`src/sdma_regs.vh`:
```
// register map, field positions and constants of the serial dma channel control block
// assumes a 32-bit classic wishbone slave; word-aligned byte offsets
`ifndef SDMA_REGS_VH
`define SDMA_REGS_VH
// register byte offsets
`define OFS_CTRL 8'h00
`define OFS_STATUS 8'h04
`define OFS_MASK 8'h08
`define OFS_MATCH 8'h0C
`define OFS_VECTOR 8'h10
`define OFS_SEGMENT 8'h14
`define OFS_TXPTR 8'h18
`define OFS_RXPTR 8'h1C
`define OFS_TXBUF 8'h20
`define OFS_RXBUF 8'h24
`define OFS_TXLOC 8'h28
`define OFS_RXLOC 8'h2C
`define OFS_IRQ 8'h30
// control register bits
`define CTRL_TXD 0
`define CTRL_RXD 1
`define CTRL_PAR 2
// status register bits
`define ST_TX_HOLDING_EMPTY_FLAG 0
`define ST_TX_SHIFT_EMPTY_FLAG 1
`define ST_ADDRESS_PENDING_FLAG 2
`define ST_PE 3
`define ST_FE 4
`define ST_OE 5
`define ST_TXEOB 6
`define ST_RX_END_OF_BLOCK_BIT 7
`define ST_RXRDY 8
`define ST_BRK 9
// mask register bits
`define IM_TX_DATA_INTERRUPT_MASK 0
`define IM_RX_DATA_INTERRUPT_MASK 1
`define IM_RX_END_OF_BLOCK_BIT 2
`define IM_RXA 3
`define IM_ERR 4
// vector offsets from base
`define VEC_ERR 8'h00
`define VEC_MATCH 8'h02
`define VEC_RX 8'h04
`define VEC_TX 8'h06
// reset values and other constants
`define RST_VECTOR 8'h00
`define RST_MATCH 8'h0A
`define BYTE_ZERO 8'h00
`define WORD_ZERO 16'h0000
`define WORD_ONE 16'h0001
`endif

```
`src/sdma_chan.v`:
```
`timescale 1ns/1ps
// one dma direction: address and counter with request issue
// assumes the memory side answers each request with a one-cycle done pulse
`include "sdma_regs.vh"
module sdma_chan (
  // clock and reset
  input wire clk,
  input wire rst,
  // software load
  input wire addr_wr,
  input wire cnt_wr,
  input wire [15:0] wdata,
  input wire regfile_mode,
  // transfer
  input wire trigger,
  input wire xfer_done,
  output wire req,
  output reg [15:0] addr_q,
  output reg [15:0] cnt_q,
  output wire eob
);
  reg pend_q;
  reg eob_q;
  assign req = pend_q;
  assign eob = eob_q;
  // byte-wide pointer and count in register-file mode
  function [15:0] wrap;
    input [15:0] v;
    input m;
    begin
      wrap = m ? {8'h00, v[7:0]} : v;
    end
  endfunction
  always @(posedge clk or posedge rst)
  begin
    if (rst)
    begin
      addr_q <= `WORD_ZERO;
      cnt_q <= `WORD_ZERO;
      pend_q <= 1'b0;
      eob_q <= 1'b0;
    end
    else
    begin
      eob_q <= 1'b0;
      if (addr_wr)
        addr_q <= wrap(wdata, regfile_mode); // [RULE18] [RULE19]
      if (cnt_wr)
        cnt_q <= wrap(wdata, regfile_mode);
      if (trigger && cnt_q != `WORD_ZERO && !pend_q)
        pend_q <= 1'b1;
      if (xfer_done && pend_q)
      begin
        pend_q <= 1'b0;
        addr_q <= wrap(addr_q + `WORD_ONE, regfile_mode); // [RULE20]
        cnt_q <= cnt_q - `WORD_ONE; // [RULE20]
        if (cnt_q == `WORD_ONE)
          eob_q <= 1'b1; // [RULE6]
      end
    end
  end
endmodule // sdma_chan

```
`src/sdma_vec.v`:
```
`timescale 1ns/1ps
// interrupt vector selection from four causes
// assumes causes are levels; error has highest priority
`include "sdma_regs.vh"
module sdma_vec (
  // causes
  input wire err,
  input wire match,
  input wire rx,
  input wire tx,
  input wire [7:0] base,
  // result
  output wire any,
  output wire [7:0] vector
);
  assign any = err | match | rx | tx;
  assign vector = err ? base + `VEC_ERR : match ? base + `VEC_MATCH :
                  rx ? base + `VEC_RX : base + `VEC_TX; // [RULE16]
endmodule // sdma_vec

```
`src/sdma_ctrl.v`:
```
// serial dma channel control: registers, tx/rx dma steering, match and error
// assumes a classic wishbone master and a uart core giving one-cycle event pulses
// Function
// RULE1: with tx dma enabled, holding-empty raises a dma request, not an interrupt.
// RULE2: with tx dma disabled, holding-empty raises an interrupt request.
// RULE3: first character written by hand; dma feeds after it leaves.
// RULE4: software loads segment, address of second char, count minus one.
// RULE5: software clears holding-empty and shift-empty flags after first char.
// RULE6: dma stops at counter zero and signals end of block.
// RULE7: tx end-of-dma interrupt only while tx data mask set.
// RULE8: rx end-of-block request pending until mask bit cleared.
// RULE9: setting rx dma enable re-arms end-of-block and rx requests.
// RULE10: reload rx address then count; nonzero count resumes rx dma.
// RULE11: received char equal to compare value with mask set raises match interrupt.
// RULE12: on match no dma request, no rx interrupt; char blocks buffer.
// RULE13: reading rx buffer clears match and frees buffer; pending flag alone not.
// RULE14: software may block rx dma clearing rx enable and rx data mask.
// RULE15: parity (if enabled), framing, overrun flagged; software clears them.
// RULE16: vectors at base plus 0, 2, 4, 6 for error, match, rx, tx.
// RULE17: memory mode uses 16-bit pairs; counter pointer even.
// RULE18: counter pointer lsb one selects 8-bit register-file mode.
// RULE19: register-file mode: address even register, counter odd register.
// RULE20: each transfer advances address and decrements counter by one.
//
// The implementer's own choices: register access over Wishbone and the address map.
`timescale 1ns/1ps
`include "sdma_regs.vh"
module sdma_ctrl (
  // clock and reset
  input wire clk,
  input wire rst,
  // wishbone slave
  input wire cyc_i,
  input wire stb_i,
  input wire we_i,
  input wire [7:0] adr_i,
  input wire [3:0] sel_i,
  input wire [31:0] dat_i,
  output reg [31:0] dat_o,
  output reg ack_o,
  // uart transmitter
  input wire tx_holding_empty,
  input wire tx_shift_empty,
  output reg tx_load,
  output reg [7:0] tx_char,
  // uart receiver
  input wire rx_valid,
  input wire [7:0] rx_data,
  input wire rx_parity_err,
  input wire rx_frame_err,
  input wire rx_break,
  // dma memory side
  output wire tx_dma_req,
  output wire [15:0] tx_dma_addr,
  output wire [7:0] tx_dma_segment,
  input wire tx_dma_done,
  input wire [7:0] tx_dma_data,
  output wire rx_dma_req,
  output wire [15:0] rx_dma_addr,
  output reg [7:0] rx_dma_data,
  input wire rx_dma_done,
  // interrupt to core
  output wire irq,
  output wire [7:0] irq_vector
);
  reg [2:0] ctrl_q;
  reg [9:0] status_q;
  reg [4:0] mask_q;
  reg [7:0] match_q;
  reg [7:0] vector_q;
  reg [7:0] segment_q;
  reg [15:0] tx_loc_q;
  reg [7:0] rx_buf_q;
  reg rx_full_q;
  reg hem_seen_q;
  wire acc = cyc_i & stb_i & ~ack_o;
  wire wr = acc & we_i & sel_i[0];
  wire rd = acc & ~we_i;
  wire tx_regfile = tx_loc_q[0];
  wire rx_regfile = tx_loc_q[8];
  wire tx_eob;
  wire rx_eob;
  wire [15:0] tx_cnt;
  wire [15:0] rx_cnt;
  wire rx_match = rx_valid && !rx_full_q && rx_data == match_q && mask_q[`IM_RXA]; // [RULE11]
  wire rx_ok = rx_valid && !rx_full_q && !rx_match;
  // dma request only for non-matching characters while rx dma on
  wire rx_trig = rx_ok && ctrl_q[`CTRL_RXD]; // [RULE12] [RULE9]
  // holding-empty rising edge feeds the next character
  wire hem_edge = tx_holding_empty & ~hem_seen_q;
  wire tx_trig = hem_edge && ctrl_q[`CTRL_TXD] && status_q[`ST_TX_SHIFT_EMPTY_FLAG] == 1'b0; // [RULE1] [RULE3]
  function is_ofs;
    input [7:0] a;
    input [7:0] o;
    begin
      is_ofs = (a == o);
    end
  endfunction
  // one strobe per register access keeps the decode in one place
  wire wr_ctrl = wr && is_ofs(adr_i, `OFS_CTRL);
  wire wr_status = wr && is_ofs(adr_i, `OFS_STATUS);
  wire wr_mask = wr && is_ofs(adr_i, `OFS_MASK);
  wire wr_match = wr && is_ofs(adr_i, `OFS_MATCH);
  wire wr_vector = wr && is_ofs(adr_i, `OFS_VECTOR);
  wire wr_segment = wr && is_ofs(adr_i, `OFS_SEGMENT);
  wire wr_txloc = wr && is_ofs(adr_i, `OFS_TXLOC);
  wire wr_txbuf = wr && is_ofs(adr_i, `OFS_TXBUF);
  wire wr_txptr = wr && is_ofs(adr_i, `OFS_TXPTR);
  wire wr_rxptr = wr && is_ofs(adr_i, `OFS_RXPTR);
  wire rd_rxbuf = rd && is_ofs(adr_i, `OFS_RXBUF);
  // pointer writes: lane 2 picks the count half, else the address half
  // count and address never load together, so one write cannot clobber the other
  wire ptr_cnt = sel_i[2];
  wire [15:0] ptr_wdata = ptr_cnt ? dat_i[31:16] : dat_i[15:0];
  // transmit direction
  sdma_chan u_tx (
    .clk(clk),
    .rst(rst),
    .addr_wr(wr_txptr && !ptr_cnt),
    .cnt_wr(wr_txptr && ptr_cnt),
    .wdata(ptr_wdata),
    .regfile_mode(tx_regfile),
    .trigger(tx_trig),
    .xfer_done(tx_dma_done),
    .req(tx_dma_req),
    .addr_q(tx_dma_addr),
    .cnt_q(tx_cnt),
    .eob(tx_eob)
  );
  // receive direction
  sdma_chan u_rx (
    .clk(clk),
    .rst(rst),
    .addr_wr(wr_rxptr && !ptr_cnt),
    .cnt_wr(wr_rxptr && ptr_cnt), // [RULE10]
    .wdata(ptr_wdata),
    .regfile_mode(rx_regfile),
    .trigger(rx_trig),
    .xfer_done(rx_dma_done),
    .req(rx_dma_req),
    .addr_q(rx_dma_addr),
    .cnt_q(rx_cnt),
    .eob(rx_eob)
  );
  assign tx_dma_segment = segment_q;
  // interrupt causes
  wire err_cause = (status_q[`ST_PE] | status_q[`ST_FE] | status_q[`ST_OE]) & mask_q[`IM_ERR];
  wire match_cause = (status_q[`ST_ADDRESS_PENDING_FLAG] | status_q[`ST_BRK]) & mask_q[`IM_RXA];
  wire rx_cause = (status_q[`ST_RX_END_OF_BLOCK_BIT] & mask_q[`IM_RX_END_OF_BLOCK_BIT]) // [RULE8]
    | (status_q[`ST_RXRDY] & mask_q[`IM_RX_DATA_INTERRUPT_MASK] & ~ctrl_q[`CTRL_RXD]);
  // holding-empty is an interrupt cause only without tx dma
  wire tx_cause = (status_q[`ST_TXEOB] & mask_q[`IM_TX_DATA_INTERRUPT_MASK]) // [RULE7]
    | (status_q[`ST_TX_HOLDING_EMPTY_FLAG] & mask_q[`IM_TX_DATA_INTERRUPT_MASK] & ~ctrl_q[`CTRL_TXD]); // [RULE2]
  sdma_vec u_vec (
    .err(err_cause),
    .match(match_cause),
    .rx(rx_cause),
    .tx(tx_cause),
    .base(vector_q),
    .any(irq),
    .vector(irq_vector)
  );
  // register writes and status events; set wins over clear
  always @(posedge clk or posedge rst)
  begin
    if (rst)
    begin
      ctrl_q <= 3'h0;
      status_q <= 10'h000;
      mask_q <= 5'h00;
      match_q <= `RST_MATCH;
      vector_q <= `RST_VECTOR;
      segment_q <= `BYTE_ZERO;
      tx_loc_q <= `WORD_ZERO;
      rx_buf_q <= `BYTE_ZERO;
      rx_full_q <= 1'b0;
      hem_seen_q <= 1'b1; // pin idles high; avoids a false edge
      tx_load <= 1'b0;
      tx_char <= `BYTE_ZERO;
      rx_dma_data <= `BYTE_ZERO;
    end
    else
    begin
      hem_seen_q <= tx_holding_empty;
      tx_load <= 1'b0;
      if (wr_ctrl)
      begin
        ctrl_q <= dat_i[2:0];
        if (dat_i[`CTRL_RXD])
          mask_q[`IM_RX_END_OF_BLOCK_BIT] <= 1'b1; // [RULE9]
      end
      if (wr_mask)
        mask_q <= dat_i[4:0]; // [RULE14]
      if (wr_match)
        match_q <= dat_i[7:0];
      if (wr_vector)
        vector_q <= {dat_i[7:1], 1'b0};
      if (wr_segment)
        segment_q <= dat_i[7:0];
      if (wr_txloc)
        tx_loc_q <= dat_i[15:0]; // [RULE17] [RULE18]
      // first character by hand
      if (wr_txbuf)
      begin
        tx_load <= 1'b1; // [RULE3]
        tx_char <= dat_i[7:0];
      end
      else if (tx_dma_done && tx_dma_req)
      begin
        tx_load <= 1'b1;
        tx_char <= tx_dma_data;
      end
      // write-one-to-clear status
      if (wr_status)
        status_q <= status_q & ~dat_i[9:0]; // [RULE5] [RULE15]
      if (hem_edge)
        status_q[`ST_TX_HOLDING_EMPTY_FLAG] <= 1'b1;
      if (tx_shift_empty)
        status_q[`ST_TX_SHIFT_EMPTY_FLAG] <= 1'b1;
      if (tx_eob)
        status_q[`ST_TXEOB] <= 1'b1; // [RULE6]
      if (rx_eob)
        status_q[`ST_RX_END_OF_BLOCK_BIT] <= 1'b1; // [RULE6]
      // clearing the mask bit withdraws the eob request
      if (wr_mask && !dat_i[`IM_RX_END_OF_BLOCK_BIT])
        status_q[`ST_RX_END_OF_BLOCK_BIT] <= rx_eob; // [RULE8]
      if (rx_valid && rx_parity_err && ctrl_q[`CTRL_PAR])
        status_q[`ST_PE] <= 1'b1; // [RULE15]
      if (rx_valid && rx_frame_err)
        status_q[`ST_FE] <= 1'b1; // [RULE15]
      if (rx_valid && rx_full_q)
        status_q[`ST_OE] <= 1'b1; // [RULE15]
      if (rx_break)
        status_q[`ST_BRK] <= 1'b1;
      // character parked in buffer until read
      if (rx_match)
      begin
        status_q[`ST_ADDRESS_PENDING_FLAG] <= 1'b1; // [RULE11]
        rx_buf_q <= rx_data;
        rx_full_q <= 1'b1; // [RULE12]
      end
      else if (rx_ok)
      begin
        rx_dma_data <= rx_data;
        rx_buf_q <= rx_data;
        if (!ctrl_q[`CTRL_RXD])
        begin
          rx_full_q <= 1'b1;
          status_q[`ST_RXRDY] <= 1'b1;
        end
      end
      else if (rd_rxbuf)
      begin
        rx_full_q <= 1'b0; // [RULE13]
        status_q[`ST_ADDRESS_PENDING_FLAG] <= 1'b0; // [RULE13]
        status_q[`ST_RXRDY] <= 1'b0;
      end
    end
  end
  // read data and ack, one wait-free cycle
  always @(posedge clk or posedge rst)
  begin
    if (rst)
    begin
      ack_o <= 1'b0;
      dat_o <= 32'h00000000;
    end
    else
    begin
      ack_o <= acc;
      dat_o <= 32'h00000000;
      if (rd)
      begin
        case (adr_i)
          `OFS_CTRL: dat_o <= {29'h00000000, ctrl_q};
          `OFS_STATUS: dat_o <= {22'h000000, status_q};
          `OFS_MASK: dat_o <= {27'h0000000, mask_q};
          `OFS_MATCH: dat_o <= {24'h000000, match_q};
          `OFS_VECTOR: dat_o <= {24'h000000, vector_q};
          `OFS_SEGMENT: dat_o <= {24'h000000, segment_q};
          `OFS_TXPTR: dat_o <= {tx_cnt, tx_dma_addr};
          `OFS_RXPTR: dat_o <= {rx_cnt, rx_dma_addr};
          `OFS_RXBUF: dat_o <= {24'h000000, rx_buf_q};
          `OFS_TXLOC: dat_o <= {16'h0000, tx_loc_q};
          `OFS_IRQ: dat_o <= {23'h000000, irq, irq_vector};
          default: dat_o <= 32'h00000000;
        endcase
      end
    end
  end
endmodule // sdma_ctrl

```
`config.mk`:
```
export PLATFORM = sky130hd
export DESIGN_NAME = sdma_ctrl
export DESIGN_NICKNAME = d
export VERILOG_FILES = /design/src/sdma_chan.v /design/src/sdma_vec.v /design/src/sdma_ctrl.v
export VERILOG_INCLUDE_DIRS = /design/src
export SDC_FILE = /design/constraint.sdc
export NUM_CORES = 1
export LEC_CHECK = 0
export BUFFER_PORTS_ARGS = -buffer_cell sky130_fd_sc_hd__buf_4
export CORE_MARGIN = 4
export CORE_UTILIZATION = 40
export CTS_BUF_LIST = sky130_fd_sc_hd__clkbuf_2 sky130_fd_sc_hd__clkbuf_4 sky130_fd_sc_hd__clkbuf_8
export CTS_CLUSTER_DIAMETER = 200
export DETAILED_ROUTE_END_ITERATION = 10
export SLEW_MARGIN = 20
export SYNTH_ARGS = -nofsm -noshare
export SYNTH_HDL_FRONTEND = slang
export SYNTH_SLANG_ARGS = --single-unit
export TNS_END_PERCENT = 100
```
`constraint.sdc`:
```
create_clock -name clk -period 5.26 [get_ports clk]
set_input_delay 0.263 -clock clk [delete_from_list [all_inputs] [get_ports clk]]
set_output_delay 0.263 -clock clk [all_outputs]
set_load 0.02 [all_outputs]
```
==> impl_metrics.csv <==
group,metric,value,unit
timing,fin_hold_ws,0.0217,ns
timing,relSlewSlack,0.268,
logic_synthesis,yosysTopAreaCellShare,0.456,
logic_synthesis,syn_area,0.0100,mm^2
global_routing,antenna_found_initial,0,
timing,worst_pin_slew,1.10,ns
pwr,total_leakage_power,5.34,nW
logic_synthesis,synth_top_family_by_area,"compound AO/OA/AOI/OAI gates",
worst_hold_path,min_path_type,"input pin to flip-flop",
setup_path,start_kind,"flip-flop",
global_routing,grt_pass1_wl,54.3,mm
drt,wl_met3,2.95,mm
logic_synthesis,synthSimpleGateAreaFrac,0.182,
timing,report.final.slew_viol_count,0,
floorplan,fp.dieArea,0.0276,mm^2
placed_design,gp_congestion,0.895,
cells_and_area,drive_gt1_frac,0.265,
logic_synthesis,synth-xor-area-share,0.0166,
logic_synthesis,syn_inst,1024,
drt,highest_layer,"met4",
logic_synthesis,synth_edf_count,0,
drt,drtIter0Drc,889,
drt,ant_nets,0,
global_routing,grt_max_degree,67,
floorplan,rows,57,
global_routing,grt_usage,0.251,
outcome,outcome,"complete, no violations",
timing,clock.fmax,329,MHz
logic_synthesis,synth.area.mux_share,0.106,
logic_synthesis,synth-compound-area-share,0.185,
floorplan,fp.dieH,166,um
logic_synthesis,yosysSeqAreaShare,0.464,
logic_synthesis,ys_types,83,
pwr,ir_drop,0.215,mV
logic_synthesis,synth-seq-cells,185,
setup_path,criticalPathCategory,"flip-flop to output port",
global_routing,grt-ovfl-total,0,
cells_and_area,syn_to_final_growth,20.7,%
drt,wl_met1,15.4,mm
cells_and_area,n_fill_cell,2330,
drt,vias,9147,
drt,viasPerCell,6.05,
floorplan,coreArea,0.0245,mm^2
drt,drt-pass1-iter-count,6,
logic_synthesis,synth_warnings,0,
setup_path,cp_max_fo,8,
drt,met2WireLength,15.8,mm
setup_path,cp.arrival,2.78,ns
job,cap_violations,0,
floorplan,start_util,0.409,
cells_and_area,final_net_count,1257,
placed_design,io_buffers,170,
cts,cts_tree,"yes",
cts,cts-htree-levels,4,
logic_synthesis,synth.area.top_cells,"dfrtp_1 46%, mux2_2 7.3%, nor2_1 3.7%",
timing,fin_crit,3.04,ns
cts,clk_latency,0.49,ns
cells_and_area,final_core_util,0.493,
pwr,powerDensity,255,mW/mm^2
cts,cts.sinks,185,
logic_synthesis,synth_top_cell_by_area,"dfrtp_1",
timing,setup_viol,0,
drt,drc,0,
logic_synthesis,avgSynthCellArea,9.76,um^2
cells_and_area,n_antenna_cell,0,
timing,rsz0062_at_grt,"false",
floorplan,fp.dieW,166,um
logic_synthesis,synth-main-ff-cell,"dfrtp_1",
setup_path,crit_path_end_kind,"output port",
cts,cts_resized,0,
timing,tns,0,ns
logic_synthesis,synth_adder_area_share,0.0125,
timing,finalCritPeriodShare,0.578,
cts,clk_pin_slew,0.11,ns
logic_synthesis,syn-num-nets,1107,
timing,skew,0.0215,ns
logic_synthesis,async_reset_ff_frac,1.00,
placed_design,dpl.hpwl,25.5,mm
drt,routed_wl,35.0,mm
floorplan,io_pins,174,
cts,cts_root_buf,"clkbuf_8",
drt,avgRoutedWirePerCell,23.2,um
cts,cts.path.max_buffers,2,
cts,cts_inserted_buffers,17,
timing,hold_viol_final,0,
setup_path,worst_ep_required_time,5.00,ns
global_routing,grt_pass1_vias,8788,
through the flow:
stage	std cells	cell area [um^2]	setup WS [ns]	power (mW)
after floorplan	1024	10000	2.62	1.83
after global placement	1469	11500	2.09	2.04
after detailed placement	1469	11500	2.01	2.04
after CTS	1511	12100	2.10	3.09
after global routing	1511	12100	2.03	3.20
final	1511	12100	2.22	3.07
registers in the layout, indices dropped and copies added (netlist names), 3 cells and up:
register and flops:
rx_buf_q 8, dat_o 32, match_q 8, u_tx.addr_q 16
vector_q 7, tx_loc_q 16, tx_char 8, u_tx.cnt_q 16
ctrl_q 3, tx_dma_segment 8, rx_dma_data 8, status_q 10
u_rx.addr_q 16, u_rx.cnt_q 16, mask_q 5
layer usage:
layer	GRT usage	up-vias
li1	-	4115
met5	0	-
met2	0.388	441
met1	0.355	4525
met4	0.0671	0
met3	0.0597	66
report_power, final:
group          switching, mW  total (mW)  internal [mW]
clock network          0.639        1.05          0.412
logic                  0.243       0.437          0.193
registers             0.0768        1.59           1.51
total                  0.959        3.07           2.11
critical path: stages, from the launching register on:
cell and delay, ns:
dfrtp_1 0.54, o21ai_1 0.66, mux2_2 0.43, a21oi_1 0.25
xor2_1 0.23, buf_4 0.18
worst paths after layout:
kind / to / from / slack [ns] / depth (start not counted)
max: irq_vector[5] / ctrl_q[1]$_DFFE_PP0P_ / 2.22 / 5
min: tx_loc_q[14]$_DFFE_PP0P_ / dat_i[14] / 0.02 / 2
max reg2reg: tx_loc_q[5]$_DFFE_PP0P_ / ack_o$_DFF_PP0_ / 2.29 / 4
min reg2reg: status_q[6]$_DFFE_PP0P_ / u_tx.eob$_DFF_PP0_ / 0.46 / 1
max in group asynchronous: tx_loc_q[7]$_DFFE_PP0P_ / rst / 3.69 / 4
min in group asynchronous: tx_load$_DFF_PP0_ / rst / 0.36 / 3
final cells by class:
cell class                      count  area, um^2  area share
Sequential cell                   185        4630       0.384
Tap cell                          324         405      0.0336
Multi-Input combinational cell    756        5030       0.417
Clock buffer                       17         234      0.0194
Clock inverter                     15         199      0.0165
Inverter                           19        75.1     0.00622
Timing Repair Buffer              195        1490       0.123
cell usage in the layout (no fill, tap or decap), types with 11 or more instances in the layout:
cell type	count
mux2i_1	30
dfrtp_1	182
a21oi_1	49
nor2_1	97
or3_1	14
xnor2_1	13
o21ai_0	59
nand2_1	96
a31oi_1	15
a22oi_1	32
buf_4	185
nand3_1	26
and3_1	11
nor3_1	37
inv_1	18
clkbuf_8	17
mux2_2	65
cell families after synthesis:
kind of cell / after synthesis
adder cells (fa/ha/maj): 10
buffers and inverters: 83
AO/OA/AOI/OAI: 272
multiplexers: 96
AND/OR/NAND/NOR: 358
other: 1
XOR/XNOR: 19
flip-flops: 185
repair_timing:
item,in CTS,in global routing
hold buffers,10,0
endpoints found under the hold margin,28,0
buffers inserted,0,0
cell usage after synthesis, types with 7 or more instances:
master and n:
dfrtp_1 182, nor2_1 98, nand2_1 96, mux2_2 65
o21ai_0 60, a21oi_1 50, clkbuf_1 44, nor3_1 37
a22oi_1 32, mux2i_1 30, nand3_1 26, inv_1 19
a31oi_1 15, or3_1 14, xnor2_1 13, and3_1 11
ha_1 10, nor4_1 10, a211oi_1 9, a222oi_1 9
a22o_1 9, buf_2 9, and2_1 8, nand4_1 8
o31ai_1 8, or4_1 8, a221oi_1 7, buf_1 7
o211ai_1 7
No activity file was read; power rests on OpenSTA's default activity.
